**src/prs_pkg.sv**
```systemverilog
// package: constants and types shared by the pump run-state sequencer
package prs_pkg;

  ////////////////////////////////////////////////////////////////////////////
  // timing
  localparam int CLK_PERIOD_NS  = 10;
  localparam int NS_PER_MS      = 1_000_000;
  localparam int HOLD_TIME_MS   = 1000;
  localparam int SPIN_DELAY_MS  = 3000;
  localparam int BLINK_HALF_MS  = 500;
  localparam int HOLD_CYCLES    = HOLD_TIME_MS * (NS_PER_MS / CLK_PERIOD_NS);
  localparam int SPIN_CYCLES    = SPIN_DELAY_MS * (NS_PER_MS / CLK_PERIOD_NS);
  localparam int BLINK_CYCLES   = BLINK_HALF_MS * (NS_PER_MS / CLK_PERIOD_NS);

  ////////////////////////////////////////////////////////////////////////////
  // speed thresholds
  localparam logic [15:0] REST_RPM          = 16'h003C;
  localparam logic [2:0]  AT_SPEED_NUM      = 3'h4;
  localparam logic [2:0]  AT_SPEED_DEN      = 3'h5;
  localparam logic [15:0] RATED_RPM_DEFAULT = 16'h7530;

  ////////////////////////////////////////////////////////////////////////////
  // register map, byte addresses
  localparam int          ADR_W      = 8;
  localparam logic [7:0]  CTRL_OFS   = 8'h00;
  localparam logic [7:0]  RATED_OFS  = 8'h04;
  localparam logic [7:0]  CMD_OFS    = 8'h08;
  localparam logic [7:0]  STATUS_OFS = 8'h0C;
  localparam int          STD_CFG_BIT     = 0;
  localparam logic        STD_CFG_RESET   = 1'h1;
  localparam int          CMD_ONLINE_BIT  = 0;
  localparam int          CMD_OFFLINE_BIT = 1;
  localparam int          CMD_START_BIT   = 2;
  localparam int          CMD_STOP_BIT    = 3;

  ////////////////////////////////////////////////////////////////////////////
  // reported codes
  localparam logic [1:0] CODE_HALTED   = 2'h0;
  localparam logic [1:0] CODE_SPIN_UP  = 2'h1;
  localparam logic [1:0] CODE_AT_SPEED = 2'h2;
  localparam logic [1:0] CODE_BRAKING  = 2'h3;
  localparam logic [1:0] CODE_CONTACT  = 2'h0;
  localparam logic [1:0] CODE_PANEL    = 2'h1;
  localparam logic [1:0] CODE_SERIAL   = 2'h2;

  typedef enum logic [1:0] {PRS_HALTED, PRS_SPIN_UP, PRS_AT_SPEED, PRS_BRAKING} prs_run_type;
  typedef enum logic [1:0] {PRS_MODE_CONTACT, PRS_MODE_PANEL, PRS_MODE_SERIAL} prs_mode_type;

endpackage

```
**src/prs_hold_detect.sv**
```systemverilog
// module: one pulse once a button has been held for a fixed time
`timescale 1ns/1ps
module prs_hold_detect #(
  parameter int HOLD_CYCLES = 16
) (
  input  wire logic core_clk,
  input  wire logic srst,
  input  wire logic level,
  output logic      pulse
);

  logic [31:0] count_reg;
  logic        fired_reg;
  logic        pulse_reg;
  wire         reached = (count_reg == 32'(HOLD_CYCLES - 1));

  // one pulse per press: a held button must be released before it acts again
  always_ff @(posedge core_clk) begin
    if (srst) begin
      count_reg <= 32'h0000_0000;
      fired_reg <= 1'b0;
      pulse_reg <= 1'b0;
    end else begin
      pulse_reg <= level && reached && !fired_reg;
      if (!level) begin
        count_reg <= 32'h0000_0000;
        fired_reg <= 1'b0;
      end else if (reached) begin
        fired_reg <= 1'b1;
      end else begin
        count_reg <= count_reg + 32'h0000_0001;
      end
    end
  end

  assign pulse = pulse_reg;

  ////////////////////////////////////////////////////////////////////////////
  single_pulse_a: assert property (@(posedge core_clk) disable iff (srst)
    pulse |=> !pulse) else $error("hold pulse longer than one cycle");

endmodule

```
**src/prs_run_sequencer.sv**
```systemverilog
// module: run-state sequencer with mode selection, lamps, contacts and registers
`timescale 1ns/1ps
module prs_run_sequencer
  import prs_pkg::*;
#(
  parameter int HOLD_CYC  = HOLD_CYCLES,
  parameter int SPIN_CYC  = SPIN_CYCLES,
  parameter int BLINK_CYC = BLINK_CYCLES
) (
  input  wire logic              core_clk,
  input  wire logic              srst,
  input  wire logic              wb_cyc,
  input  wire logic              wb_stb,
  input  wire logic              wb_we,
  input  wire logic [ADR_W-1:0]  wb_adr,
  input  wire logic [3:0]        wb_sel,
  input  wire logic [31:0]       wb_dat_w,
  output logic      [31:0]       wb_dat_r,
  output logic                   wb_ack,
  input  wire logic              mode_button,
  input  wire logic              run_button,
  input  wire logic              contact_start,
  input  wire logic              contact_stop,
  input  wire logic [15:0]       rotor_rpm,
  output logic                   power_lamp,
  output logic                   spin_lamp,
  output logic                   green_lamp,
  output logic                   remote_mode_out,
  output logic                   accel_out,
  output logic                   at_speed_out,
  output logic                   braking_state,
  output logic                   rotation_out,
  output logic      [1:0]        serial_status
);

  ////////////////////////////////////////////////////////////////////////////
  // functions

  function automatic logic [31:0] prs_merge(input logic [31:0] old_val,
                                            input logic [31:0] new_val,
                                            input logic [3:0]  sel);
    logic [31:0] res;
    res = old_val;
    for (int i = 0; i < 4; i++) begin
      if (sel[i]) begin
        res[8*i +: 8] = new_val[8*i +: 8];
      end
    end
    return res;
  endfunction

  function automatic logic prs_reached(input logic [15:0] rpm, input logic [15:0] rated);
    logic [18:0] lhs;
    logic [18:0] rhs;
    lhs = 19'(rpm) * 19'(AT_SPEED_DEN);
    rhs = 19'(rated) * 19'(AT_SPEED_NUM);
    return lhs >= rhs;
  endfunction

  function automatic logic [1:0] prs_run_code(input prs_run_type st);
    logic [1:0] code;
    code = CODE_HALTED;
    unique case (st)
      PRS_HALTED:   code = CODE_HALTED;
      PRS_SPIN_UP:  code = CODE_SPIN_UP;
      PRS_AT_SPEED: code = CODE_AT_SPEED;
      PRS_BRAKING:  code = CODE_BRAKING;
    endcase
    return code;
  endfunction

  function automatic logic [1:0] prs_mode_code(input prs_mode_type md);
    logic [1:0] code;
    code = CODE_CONTACT;
    unique case (md)
      PRS_MODE_CONTACT: code = CODE_CONTACT;
      PRS_MODE_PANEL:   code = CODE_PANEL;
      PRS_MODE_SERIAL:  code = CODE_SERIAL;
      default:          code = CODE_CONTACT;
    endcase
    return code;
  endfunction

  ////////////////////////////////////////////////////////////////////////////
  // declarations

  prs_run_type  state_reg;
  prs_run_type  state_next;
  prs_mode_type mode_reg;
  prs_mode_type mode_next;
  logic         ack_reg;
  logic [31:0]  dat_r_reg;
  logic         std_cfg_reg;
  logic [15:0]  rated_reg;
  logic         cmd_online_reg;
  logic         cmd_offline_reg;
  logic         cmd_start_reg;
  logic         cmd_stop_reg;
  logic [31:0]  spin_cnt_reg;
  logic [31:0]  blink_cnt_reg;
  logic         blink_reg;
  logic         power_lamp_reg;
  logic         spin_lamp_reg;
  logic         green_lamp_reg;
  logic         remote_mode_reg;
  logic         accel_reg;
  logic         at_speed_reg;
  logic         braking_reg;
  logic         rotation_reg;
  logic [1:0]   serial_status_reg;
  logic         mode_hold;
  logic         run_hold;

  ////////////////////////////////////////////////////////////////////////////
  // button hold detection

  prs_hold_detect #(.HOLD_CYCLES(HOLD_CYC)) u_mode_hold (
    .core_clk (core_clk),
    .srst     (srst),
    .level    (mode_button),
    .pulse    (mode_hold)
  );

  prs_hold_detect #(.HOLD_CYCLES(HOLD_CYC)) u_run_hold (
    .core_clk (core_clk),
    .srst     (srst),
    .level    (run_button),
    .pulse    (run_hold)
  );

  ////////////////////////////////////////////////////////////////////////////
  // wishbone slave: ack one cycle after the request, writes land on the ack edge

  wire        wb_req    = wb_cyc && wb_stb;
  wire        wr_take   = wb_req && wb_we && ack_reg;
  wire        hit_ctrl  = (wb_adr == CTRL_OFS);
  wire        hit_rated = (wb_adr == RATED_OFS);
  wire        hit_cmd   = (wb_adr == CMD_OFS);
  wire        hit_stat  = (wb_adr == STATUS_OFS);
  wire [31:0] ctrl_merged  = prs_merge({31'h0000_0000, std_cfg_reg}, wb_dat_w, wb_sel);
  wire [31:0] rated_merged = prs_merge({16'h0000, rated_reg}, wb_dat_w, wb_sel);
  wire        cmd_wr    = wr_take && hit_cmd && wb_sel[0];
  wire [31:0] status_word = {rotor_rpm, 11'h000, rotation_reg,
                             prs_mode_code(mode_reg), prs_run_code(state_reg)};
  wire [31:0] read_mux  = hit_ctrl  ? {31'h0000_0000, std_cfg_reg} :
                          hit_rated ? {16'h0000, rated_reg} :
                          hit_stat  ? status_word : 32'h0000_0000;

  always_ff @(posedge core_clk) begin
    if (srst) begin
      ack_reg   <= 1'b0;
      dat_r_reg <= 32'h0000_0000;
    end else begin
      ack_reg <= wb_req && !ack_reg;
      if (wb_req && !ack_reg) begin
        dat_r_reg <= read_mux;
      end
    end
  end

  always_ff @(posedge core_clk) begin
    if (srst) begin
      std_cfg_reg <= STD_CFG_RESET;
      rated_reg   <= RATED_RPM_DEFAULT;
    end else begin
      if (wr_take && hit_ctrl) begin
        std_cfg_reg <= ctrl_merged[STD_CFG_BIT];
      end
      if (wr_take && hit_rated) begin
        rated_reg <= rated_merged[15:0];
      end
    end
  end

  // serial link commands: one-cycle pulses, the write strobe is the event
  always_ff @(posedge core_clk) begin
    if (srst) begin
      cmd_online_reg  <= 1'b0;
      cmd_offline_reg <= 1'b0;
      cmd_start_reg   <= 1'b0;
      cmd_stop_reg    <= 1'b0;
    end else begin
      cmd_online_reg  <= cmd_wr && wb_dat_w[CMD_ONLINE_BIT];
      cmd_offline_reg <= cmd_wr && wb_dat_w[CMD_OFFLINE_BIT];
      cmd_start_reg   <= cmd_wr && wb_dat_w[CMD_START_BIT];
      cmd_stop_reg    <= cmd_wr && wb_dat_w[CMD_STOP_BIT];
    end
  end

  ////////////////////////////////////////////////////////////////////////////
  // source selection and mode

  wire in_contact = (mode_reg == PRS_MODE_CONTACT);
  wire in_panel   = (mode_reg == PRS_MODE_PANEL);
  wire in_serial  = (mode_reg == PRS_MODE_SERIAL);
  wire running    = (state_reg == PRS_SPIN_UP) || (state_reg == PRS_AT_SPEED);
  // only the selected source reaches the run state; a level held on both
  // contacts is treated as stop so a stuck start cannot restart the rotor
  wire src_start  = (in_panel && run_hold && state_reg == PRS_HALTED) ||
                    (in_contact && contact_start && !contact_stop) ||
                    (in_serial && cmd_start_reg);
  wire src_stop   = (in_panel && run_hold && running) ||
                    (in_contact && contact_stop) ||
                    (in_serial && cmd_stop_reg);
  wire at_80      = prs_reached(rotor_rpm, rated_reg);
  wire at_rest    = (rotor_rpm <= REST_RPM);

  always_comb begin
    mode_next = mode_reg;
    if (cmd_online_reg) begin
      mode_next = PRS_MODE_SERIAL;
    end else if (in_serial && cmd_offline_reg) begin
      mode_next = PRS_MODE_CONTACT;
    end else if (in_contact && mode_hold) begin
      mode_next = PRS_MODE_PANEL;
    end else if (in_panel && mode_hold) begin
      mode_next = PRS_MODE_CONTACT;
    end
  end

  ////////////////////////////////////////////////////////////////////////////
  // run state

  always_comb begin
    state_next = state_reg;
    unique case (state_reg)
      PRS_HALTED: begin
        if (src_start) begin
          state_next = PRS_SPIN_UP;
        end
      end
      PRS_SPIN_UP: begin
        if (src_stop) begin
          state_next = PRS_BRAKING;
        end else if (at_80) begin
          state_next = PRS_AT_SPEED;
        end
      end
      PRS_AT_SPEED: begin
        if (src_stop) begin
          state_next = PRS_BRAKING;
        end
      end
      PRS_BRAKING: begin
        if (at_rest) begin
          state_next = PRS_HALTED;
        end
      end
    endcase
  end

  always_ff @(posedge core_clk) begin
    if (srst) begin
      state_reg <= PRS_HALTED;
      mode_reg  <= PRS_MODE_CONTACT;
    end else begin
      state_reg <= state_next;
      mode_reg  <= mode_next;
    end
  end

  ////////////////////////////////////////////////////////////////////////////
  // timers: rotation delay and lamp blink

  wire spin_done  = (spin_cnt_reg == 32'(SPIN_CYC));
  wire blink_wrap = (blink_cnt_reg == 32'(BLINK_CYC - 1));

  always_ff @(posedge core_clk) begin
    if (srst) begin
      spin_cnt_reg  <= 32'h0000_0000;
      blink_cnt_reg <= 32'h0000_0000;
      blink_reg     <= 1'b0;
    end else begin
      if (state_next == PRS_HALTED) begin
        spin_cnt_reg <= 32'h0000_0000;
      end else if (!spin_done) begin
        spin_cnt_reg <= spin_cnt_reg + 32'h0000_0001;
      end
      blink_cnt_reg <= blink_wrap ? 32'h0000_0000 : blink_cnt_reg + 32'h0000_0001;
      if (blink_wrap) begin
        blink_reg <= !blink_reg;
      end
    end
  end

  ////////////////////////////////////////////////////////////////////////////
  // indicators, registered from the next state so they move with it

  wire std_cfg = std_cfg_reg;

  always_ff @(posedge core_clk) begin
    if (srst) begin
      power_lamp_reg    <= 1'b1;
      spin_lamp_reg     <= 1'b0;
      green_lamp_reg    <= 1'b0;
      remote_mode_reg   <= STD_CFG_RESET;
      accel_reg         <= 1'b0;
      at_speed_reg      <= 1'b0;
      braking_reg       <= 1'b0;
      rotation_reg      <= 1'b0;
      serial_status_reg <= CODE_HALTED;
    end else begin
      power_lamp_reg    <= (mode_next == PRS_MODE_PANEL) ? blink_reg : 1'b1;
      spin_lamp_reg     <= (state_next != PRS_HALTED);
      green_lamp_reg    <= (state_next == PRS_AT_SPEED) ||
                           (state_next == PRS_SPIN_UP && blink_reg);
      remote_mode_reg   <= std_cfg && (mode_next == PRS_MODE_CONTACT);
      accel_reg         <= std_cfg && (state_next == PRS_SPIN_UP);
      at_speed_reg      <= (state_next == PRS_AT_SPEED);
      braking_reg       <= std_cfg && (state_next == PRS_BRAKING);
      rotation_reg      <= (state_next != PRS_HALTED) && spin_done;
      serial_status_reg <= prs_run_code(state_next);
    end
  end

  assign wb_ack          = ack_reg;
  assign wb_dat_r        = dat_r_reg;
  assign power_lamp      = power_lamp_reg;
  assign spin_lamp       = spin_lamp_reg;
  assign green_lamp      = green_lamp_reg;
  assign remote_mode_out = remote_mode_reg;
  assign accel_out       = accel_reg;
  assign at_speed_out    = at_speed_reg;
  assign braking_state   = braking_reg;
  assign rotation_out    = rotation_reg;
  assign serial_status   = serial_status_reg;

  ////////////////////////////////////////////////////////////////////////////
  // assertions

  reset_contact_a: assert property (@(posedge core_clk)
    srst |=> (mode_reg == PRS_MODE_CONTACT && state_reg == PRS_HALTED))
    else $error("reset did not enter contact mode halted");

  panel_enter_a: assert property (@(posedge core_clk) disable iff (srst)
    (in_contact && mode_hold && !cmd_online_reg) |=> in_panel)
    else $error("held mode button did not enter panel mode");

  power_steady_a: assert property (@(posedge core_clk) disable iff (srst)
    !in_panel |-> power_lamp)
    else $error("power lamp not steady outside panel mode");

  remote_flag_a: assert property (@(posedge core_clk) disable iff (srst)
    (in_contact && std_cfg_reg && $stable(std_cfg_reg)) |-> remote_mode_out)
    else $error("remote-mode output missing in contact mode");

  online_mode_a: assert property (@(posedge core_clk) disable iff (srst)
    cmd_online_reg |=> (in_serial && status_word[3:2] == CODE_SERIAL))
    else $error("online request did not show serial mode");

  offline_mode_a: assert property (@(posedge core_clk) disable iff (srst)
    (in_serial && cmd_offline_reg && !cmd_online_reg) |=> in_contact)
    else $error("offline request did not return to contact mode");

  contact_start_a: assert property (@(posedge core_clk) disable iff (srst)
    (in_contact && state_reg == PRS_HALTED && contact_start && !contact_stop)
    |=> (state_reg == PRS_SPIN_UP && accel_out == std_cfg_reg && spin_lamp))
    else $error("contact start did not begin spin-up");

  rotation_late_a: assert property (@(posedge core_clk) disable iff (srst)
    (state_reg == PRS_HALTED ##1 state_reg == PRS_SPIN_UP) |-> !rotation_out ##1 !rotation_out)
    else $error("rotation output rose at spin-up start");

  speed_reach_a: assert property (@(posedge core_clk) disable iff (srst)
    (state_reg == PRS_SPIN_UP && at_80 && !src_stop)
    |=> (at_speed_out && !accel_out && serial_status == CODE_AT_SPEED))
    else $error("80 percent speed not reported together");

  green_steady_a: assert property (@(posedge core_clk) disable iff (srst)
    (state_reg == PRS_AT_SPEED) |-> green_lamp)
    else $error("green lamp not steady at speed");

  green_off_a: assert property (@(posedge core_clk) disable iff (srst)
    (state_reg == PRS_BRAKING || state_reg == PRS_HALTED) |-> !green_lamp)
    else $error("green lamp lit while braking or halted");

  serial_stop_a: assert property (@(posedge core_clk) disable iff (srst)
    (in_serial && cmd_stop_reg && running)
    |=> (state_reg == PRS_BRAKING && serial_status == CODE_BRAKING))
    else $error("serial stop did not report braking");

  rest_halt_a: assert property (@(posedge core_clk) disable iff (srst)
    (state_reg == PRS_BRAKING && at_rest)
    |=> (!spin_lamp && !rotation_out && !braking_state && serial_status == CODE_HALTED))
    else $error("rest speed did not halt all indicators");

  foreign_src_a: assert property (@(posedge core_clk) disable iff (srst)
    (in_serial && state_reg == PRS_HALTED && !cmd_start_reg) |=> state_reg == PRS_HALTED)
    else $error("start taken from an unselected source");

endmodule

```
**config.mk**
```make
export PLATFORM = sky130hd
export DESIGN_NAME = prs_run_sequencer
export DESIGN_NICKNAME = d
export VERILOG_FILES = /design/src/prs_pkg.sv /design/src/prs_hold_detect.sv /design/src/prs_run_sequencer.sv
export SDC_FILE = /design/constraint.sdc
export NUM_CORES = 1
export LEC_CHECK = 0
export ABC_AREA = 1
export ABC_CLOCK_PERIOD_IN_PS = 4800
export BUFFER_PORTS_ARGS = -buffer_cell sky130_fd_sc_hd__clkbuf_2
export CAP_MARGIN = 20
export CELL_PAD_IN_SITES_DETAIL_PLACEMENT = 0
export CELL_PAD_IN_SITES_GLOBAL_PLACEMENT = 1
export CORE_AREA = 4 4 162 164
export DETAILED_ROUTE_END_ITERATION = 10
export DIE_AREA = 0 0 166 168
export GPL_ROUTABILITY_DRIVEN = 1
export HOLD_SLACK_MARGIN = 0.06
export PLACE_DENSITY_LB_ADDON = 0.1
export SLEW_MARGIN = 20
export SYNTH_ARGS = -nofsm -noshare
export SYNTH_HDL_FRONTEND = slang
export SYNTH_SLANG_ARGS = --single-unit
```
**constraint.sdc**
```tcl
create_clock -name core_clk -period 4.8 [get_ports core_clk]
set_clock_uncertainty 0.15 [all_clocks]
set_input_delay 0.24 -clock core_clk [delete_from_list [all_inputs] [get_ports core_clk]]
set_output_delay 0.24 -clock core_clk [all_outputs]
set_load 0.05 [all_outputs]
```
After elaboration in Yosys (flattened, before gate mapping)
Index checks and enable logic that the tools add are counted.
- mux-type cells: 16
- bitwise gates (word level): 3
- $lt $le $gt $ge: 2
- shifts and indexed selects: 0
- equality and inequality tests: 16
- reductions and logical operators: 57
- add/sub/neg operators: 4
- $mul: 1
- div/mod/pow operators: 0
- operator list (cell ; number):
    $add A32 B1 Y32 const B ; 4
    $mux W32 ; 3
    $eq A32 B27 Y1 const B ; 2
    $eq A32 B26 Y1 const B ; 1
    $eq A32 B29 Y1 const B ; 1
    $logic_and A1 B1 Y1 ; 32
    $pmux W2 S4 ; 3
    $ge A19 B18 Y1 ; 1
    $mul A16 B3 Y19 const B ; 1
    $mux W2 ; 9
    $eq A8 B4 Y1 const B ; 2
    $le A16 B6 Y1 const B ; 1
    $eq A2 B2 Y1 const B ; 5
    $reduce_or A2 Y1 ; 5
    $eq A2 B1 Y1 const B ; 4
    $eq A8 B3 Y1 const B ; 1
    $logic_not A2 Y1 ; 4
    $logic_not A8 Y1 ; 1
    $logic_or A1 B1 Y1 ; 6
    $reduce_and A2 Y1 ; 3
    $logic_not A1 Y1 ; 5
    $pmux W2 S2 ; 1
    $not A1 Y1 ; 3
    $reduce_bool A2 Y1 ; 1
- logic and storage cells: 128
- memories kept: 0
- bits in latches: 0
- bits of input ports: 69
- bits in read-only memories: 0
- register bits after elaboration: 201
- output and inout bits: 43
- RAM bits: 0

Longest topological paths before layout
- depth in word-level cells: 10
- gate-level depth with buffers: 27
- depth with buffers taken out: 27

Hierarchy
From an unflattened synthesis, not the netlist that was laid out.
- cells, all modules: 1676
- area total of the unflattened synthesis: 11419.7 um^2
- by module, submodules not included (module ; seq. area each (um^2) ; cells an instance ; area an instance (um^2) ; instances):
    prs_run_sequencer ; 2642.5 ; 964 ; 7273.2 ; 1
    prs_hold_detect ; 680.7 ; 356 ; 2073.2 ; 2

Worst setup path after synthesis
No wires, ideal clock.
- path kind: input-to-reg
- start: input rotor_rpm[1]
- end: register spin_cnt_reg[10]
- data required time: 4.528 ns
- stages: 27
- data arrival time: 3.295 ns
- buffers on the path: 1
- path slack: 1.233 ns
- setup time: 0.122 ns
- cell sequence: ha_1 > ha_1 > inv_1 > fa_1 > nand3b_1 > nand2_1 > inv_1 > o221ai_1 > nand3_1 > nand2_1 > nand3_1 > nand2_1 > xor2_1 > inv_1 > ha_1 > nand3_1 > nor2_1 > nand3_1 > nand2_1 > nand2_1 > nand2_1 > nand2_1 > nand2_1 > nand2_2 > nand3_4 > buf_2 > a21oi_1
- word-level cells in the longest chain between the ends: 7
- elaborated cells between the ends (all ways): 9
- those cells by class: mul: 1; order compare: 2; mux: 4; reduce/logical: 2
- RTL lines (item ; line ; text):
    start, declared ; prs_run_sequencer.sv:24 ; input wire logic [15:0] rotor_rpm,
    $mul A16 B3 Y19 ; prs_run_sequencer.sv:55 ; lhs = 19'(rpm) * 19'(AT_SPEED_DEN);
    $ge A19 B18 Y1 ; prs_run_sequencer.sv:57 ; return lhs >= rhs;
    $mux W2 ; prs_run_sequencer.sv:235 ; end else if (at_80) begin
    $mux W2 ; prs_run_sequencer.sv:233 ; if (src_stop) begin
    $pmux W2 S4 * ; prs_run_sequencer.sv:226 ; unique case (state_reg)
    $logic_not A2 Y1 * ; prs_run_sequencer.sv:274 ; if (state_next == PRS_HALTED) begin
    $reduce_or A2 Y1 (no source line) * ; -- ;
    end signal, assigned ; prs_run_sequencer.sv:277 ; spin_cnt_reg <= spin_cnt_reg + 32'h0000_0001;
    end, declared ; prs_run_sequencer.sv:99 ; logic [31:0] spin_cnt_reg;
Every way passes the cells marked *; elsewhere a longest branch is shown, timed or not.
A chain may end at the register's enable or synchronous reset.

Final worst setup path
- start: input rotor_rpm[3]
- end: register spin_cnt_reg[9]
Same word-level chain as after synthesis.

==> qor.yml <==
pin_count: 112
rsz0062_at_grt: "no"
relSlewSlack_pct: 39.4
synth_top_family_by_area: "simple AND/OR/NAND/NOR gates"
slowest_delay_ns: 0.54
synthSimpleGateAreaFrac_pct: 29.4
drv_slew: 0
cts_made_buffers: 17
drc_errors: 0
nFillCells: 2554
crit_top_cell: "nand2_1"
num_vias: 9354
port_buffers: 93
drtPass1Iterations: 4
cp.arrival_ns: 4.57
insertion_delay_ns: 0.43
synth_top_area_share_pct: 38.0
end_kind: "register"
r2r-start: "state_reg[0]"
syn_to_final_growth_pct: 17.2
setup_violations: 0
fin_nets: 1683
power.density_mw_per_mm2: 317
vdd_drop_max_v: 0.000282
synthMuxAreaShare_pct: 0.0949
clock-sinks: 200
netlist_area_mm2: 0.0105
dieWidth_um: 166
worst-path-buf-inv: 5
seq_area_mm2: 0.00400
dieArea_mm2: 0.0279
tns_ns: 0
placed_area_mm2: 0.0113
start_util_pct: 42.4
hold_end: "cmd_start_reg"
clk_root_buffer_cell: "clkbuf_16"
fmax_mhz: 229
synth_cell_types: 51
hold_start: "wb_adr[3]"
synth_xor_area_share_pct: 5.39
rows: 58
min_path_type: "input pin to register"
grt_pass1_wl_um: 43000
multi_input_area_mm2: 0.00568
required_ns: 5.01
ys_warn_count: 0
r2r_end: "spin_cnt_reg[9]"
antenna_found_initial: 0
finalCritPeriodShare_pct: 90.9
synth_compound_area_share_pct: 12.0
slowest_stage: "dlygate4sd3_1"
post_drt_wl_per_cell_um: 13.6
netlist_instances: 1431
reg2reg_slack_ns: 2.22
dpl.hpwl_um: 18700
cts_tree: "done"
seq_area_frac_synth_pct: 38.0
critPathKind: "input pin to register"
grt.total_usage_pct: 18.2
drive_above_1_share_pct: 12.3
synth_nets: 1555
htree_levels: 4
path_clk_slew_ns: 0.07
synthAdderAreaFrac_pct: 6.60
p_leak_nw: 4.87
drt_iter0_drc: 477
grt-ovfl-total: 0
path_max_fanout: 18
period_needed_ns: 4.36
antenna_cells: 0
cp-start-kind: "input pin"
layout_commonest_cell: "nand2_1"
core_area_mm2: 0.0249
avgSynthCellArea_um2: 7.37
grt_pass1_vias: 8855
place_congestion: 0.828
power_w: 0.00392
worst_pin_slew_ns: 0.909
hold_viol: 0
holdPathStages: 3
viasPerCell: 4.92
synth_area_leaders: "dfxtp_1 38%, nand2_1 8.4%, inv_1 7.1%"
synth-seq-cells: 200
grt_max_degree: 40
crit_start: "rotor_rpm[3]"
status: "complete, no violations"
yosysTopAreaCell: "dfxtp_1"
ant_nets: 0
critPathTopFamily: "simple AND/OR/NAND/NOR gates"
die_h_um: 168
final_cell_mix: "236 x nand2_1, 200 x inv_1, 200 x dfxtp_1"
reg2reg_depth: 12
clockBufferDepth: 2
final_area_mm2: 0.0124
routed_wl_um: 25800
cap_violations: 0
-- synthesized netlist by cell type (all sizes together) --
cell type and instances:
clkbuf 19, mux2i 1, xnor2 20, ha 54
o31ai 1, fa 1, nor4b 1, o21bai 1
nor4 26, dfxtp 200, o41ai 1, nand3 82
nor3 73, nor3b 12, inv 203, o21a 8
buf 12, or2 3, clkinv 3, nor2 159
xor2 44, and3 2, o21ai 49, or4 2
nand2 241, o221ai 1, a21o 6, o211ai 10
nand3b 3, nand4 40, a31oi 8, a21oi 140
a211oi 4, o2111ai 1
-- power by group --
| part | leakage [nW] | internal [W] | switching [W] |
|---|---|---|---|
| logic | 2.98 | 0.000257 | 0.000531 |
| registers | 1.61 | 0.00170 | 0.0000345 |
| clock network | 0.276 | 0.000690 | 0.000705 |
-- cell type report --
| cell class | instances | area share [%] |
|---|---|---|
| Timing Repair Buffer | 138 | 7.51 |
| Tap cell | 330 | 3.34 |
| Clock buffer | 18 | 3.47 |
| Clock inverter | 14 | 1.06 |
| Sequential cell | 200 | 32.4 |
| Inverter | 206 | 6.26 |
| Multi-Input combinational cell | 996 | 46.0 |
-- kinds of logic (layout without fill, tap and decap cells) --
group | Yosys count | count (layout)
multiplexers | 1 | 1
XOR/XNOR | 64 | 64
buffers and inverters | 237 | 376
AO/OA/AOI/OAI | 230 | 230
adder cells (fa/ha/maj) | 55 | 55
AND/OR/NAND/NOR | 644 | 646
flip-flops | 200 | 200
-- layer usage --
metal	global-route usage (%)	routed length (µm)	vias up
li1	-	-	4989
met1	25.1	13100	4221
met2	29.8	11700	129
met3	3.24	855	15
met4	4.48	201	0
met5	0	0	-
-- worst min-delay path, stage by stage --
cell      delay, ns
clkbuf_2       0.11
nand3_1        0.21
nor2_1         0.06
-- worst max-delay path by stage --
stage / endpoint / slack, ns / depth (start not counted)
floorplan: spin_cnt_reg[10] / 1.23 / 27
global placement: green_lamp / 0.48 / 28
detailed placement: braking_state / 0.39 / 26
CTS: braking_state / 0.27 / 27
global route: spin_cnt_reg[19] / 0.02 / 27
finish: spin_cnt_reg[9] / 0.44 / 27
-- what timing repair did --
action,CTS,global route
setup endpoints to repair,0,40
buffers inserted,0,2
hold buffers,37,0
resized for setup,0,3
hold endpoints to repair,37,0
-- through the flow --
stage	worst slack (ns)	cells	util (%)	hold slack, ns
after global placement	0.478	1828	45.5	0.266
after detailed placement	0.389	1828	45.5	0.268
after floorplan	1.23	1431	-	0.186
after CTS	0.271	1897	49.3	0.0721
after global routing	0.0224	1902	49.6	0.0857
final	0.439	1902	49.6	0.0890
(Power assumes the default switching activity.)
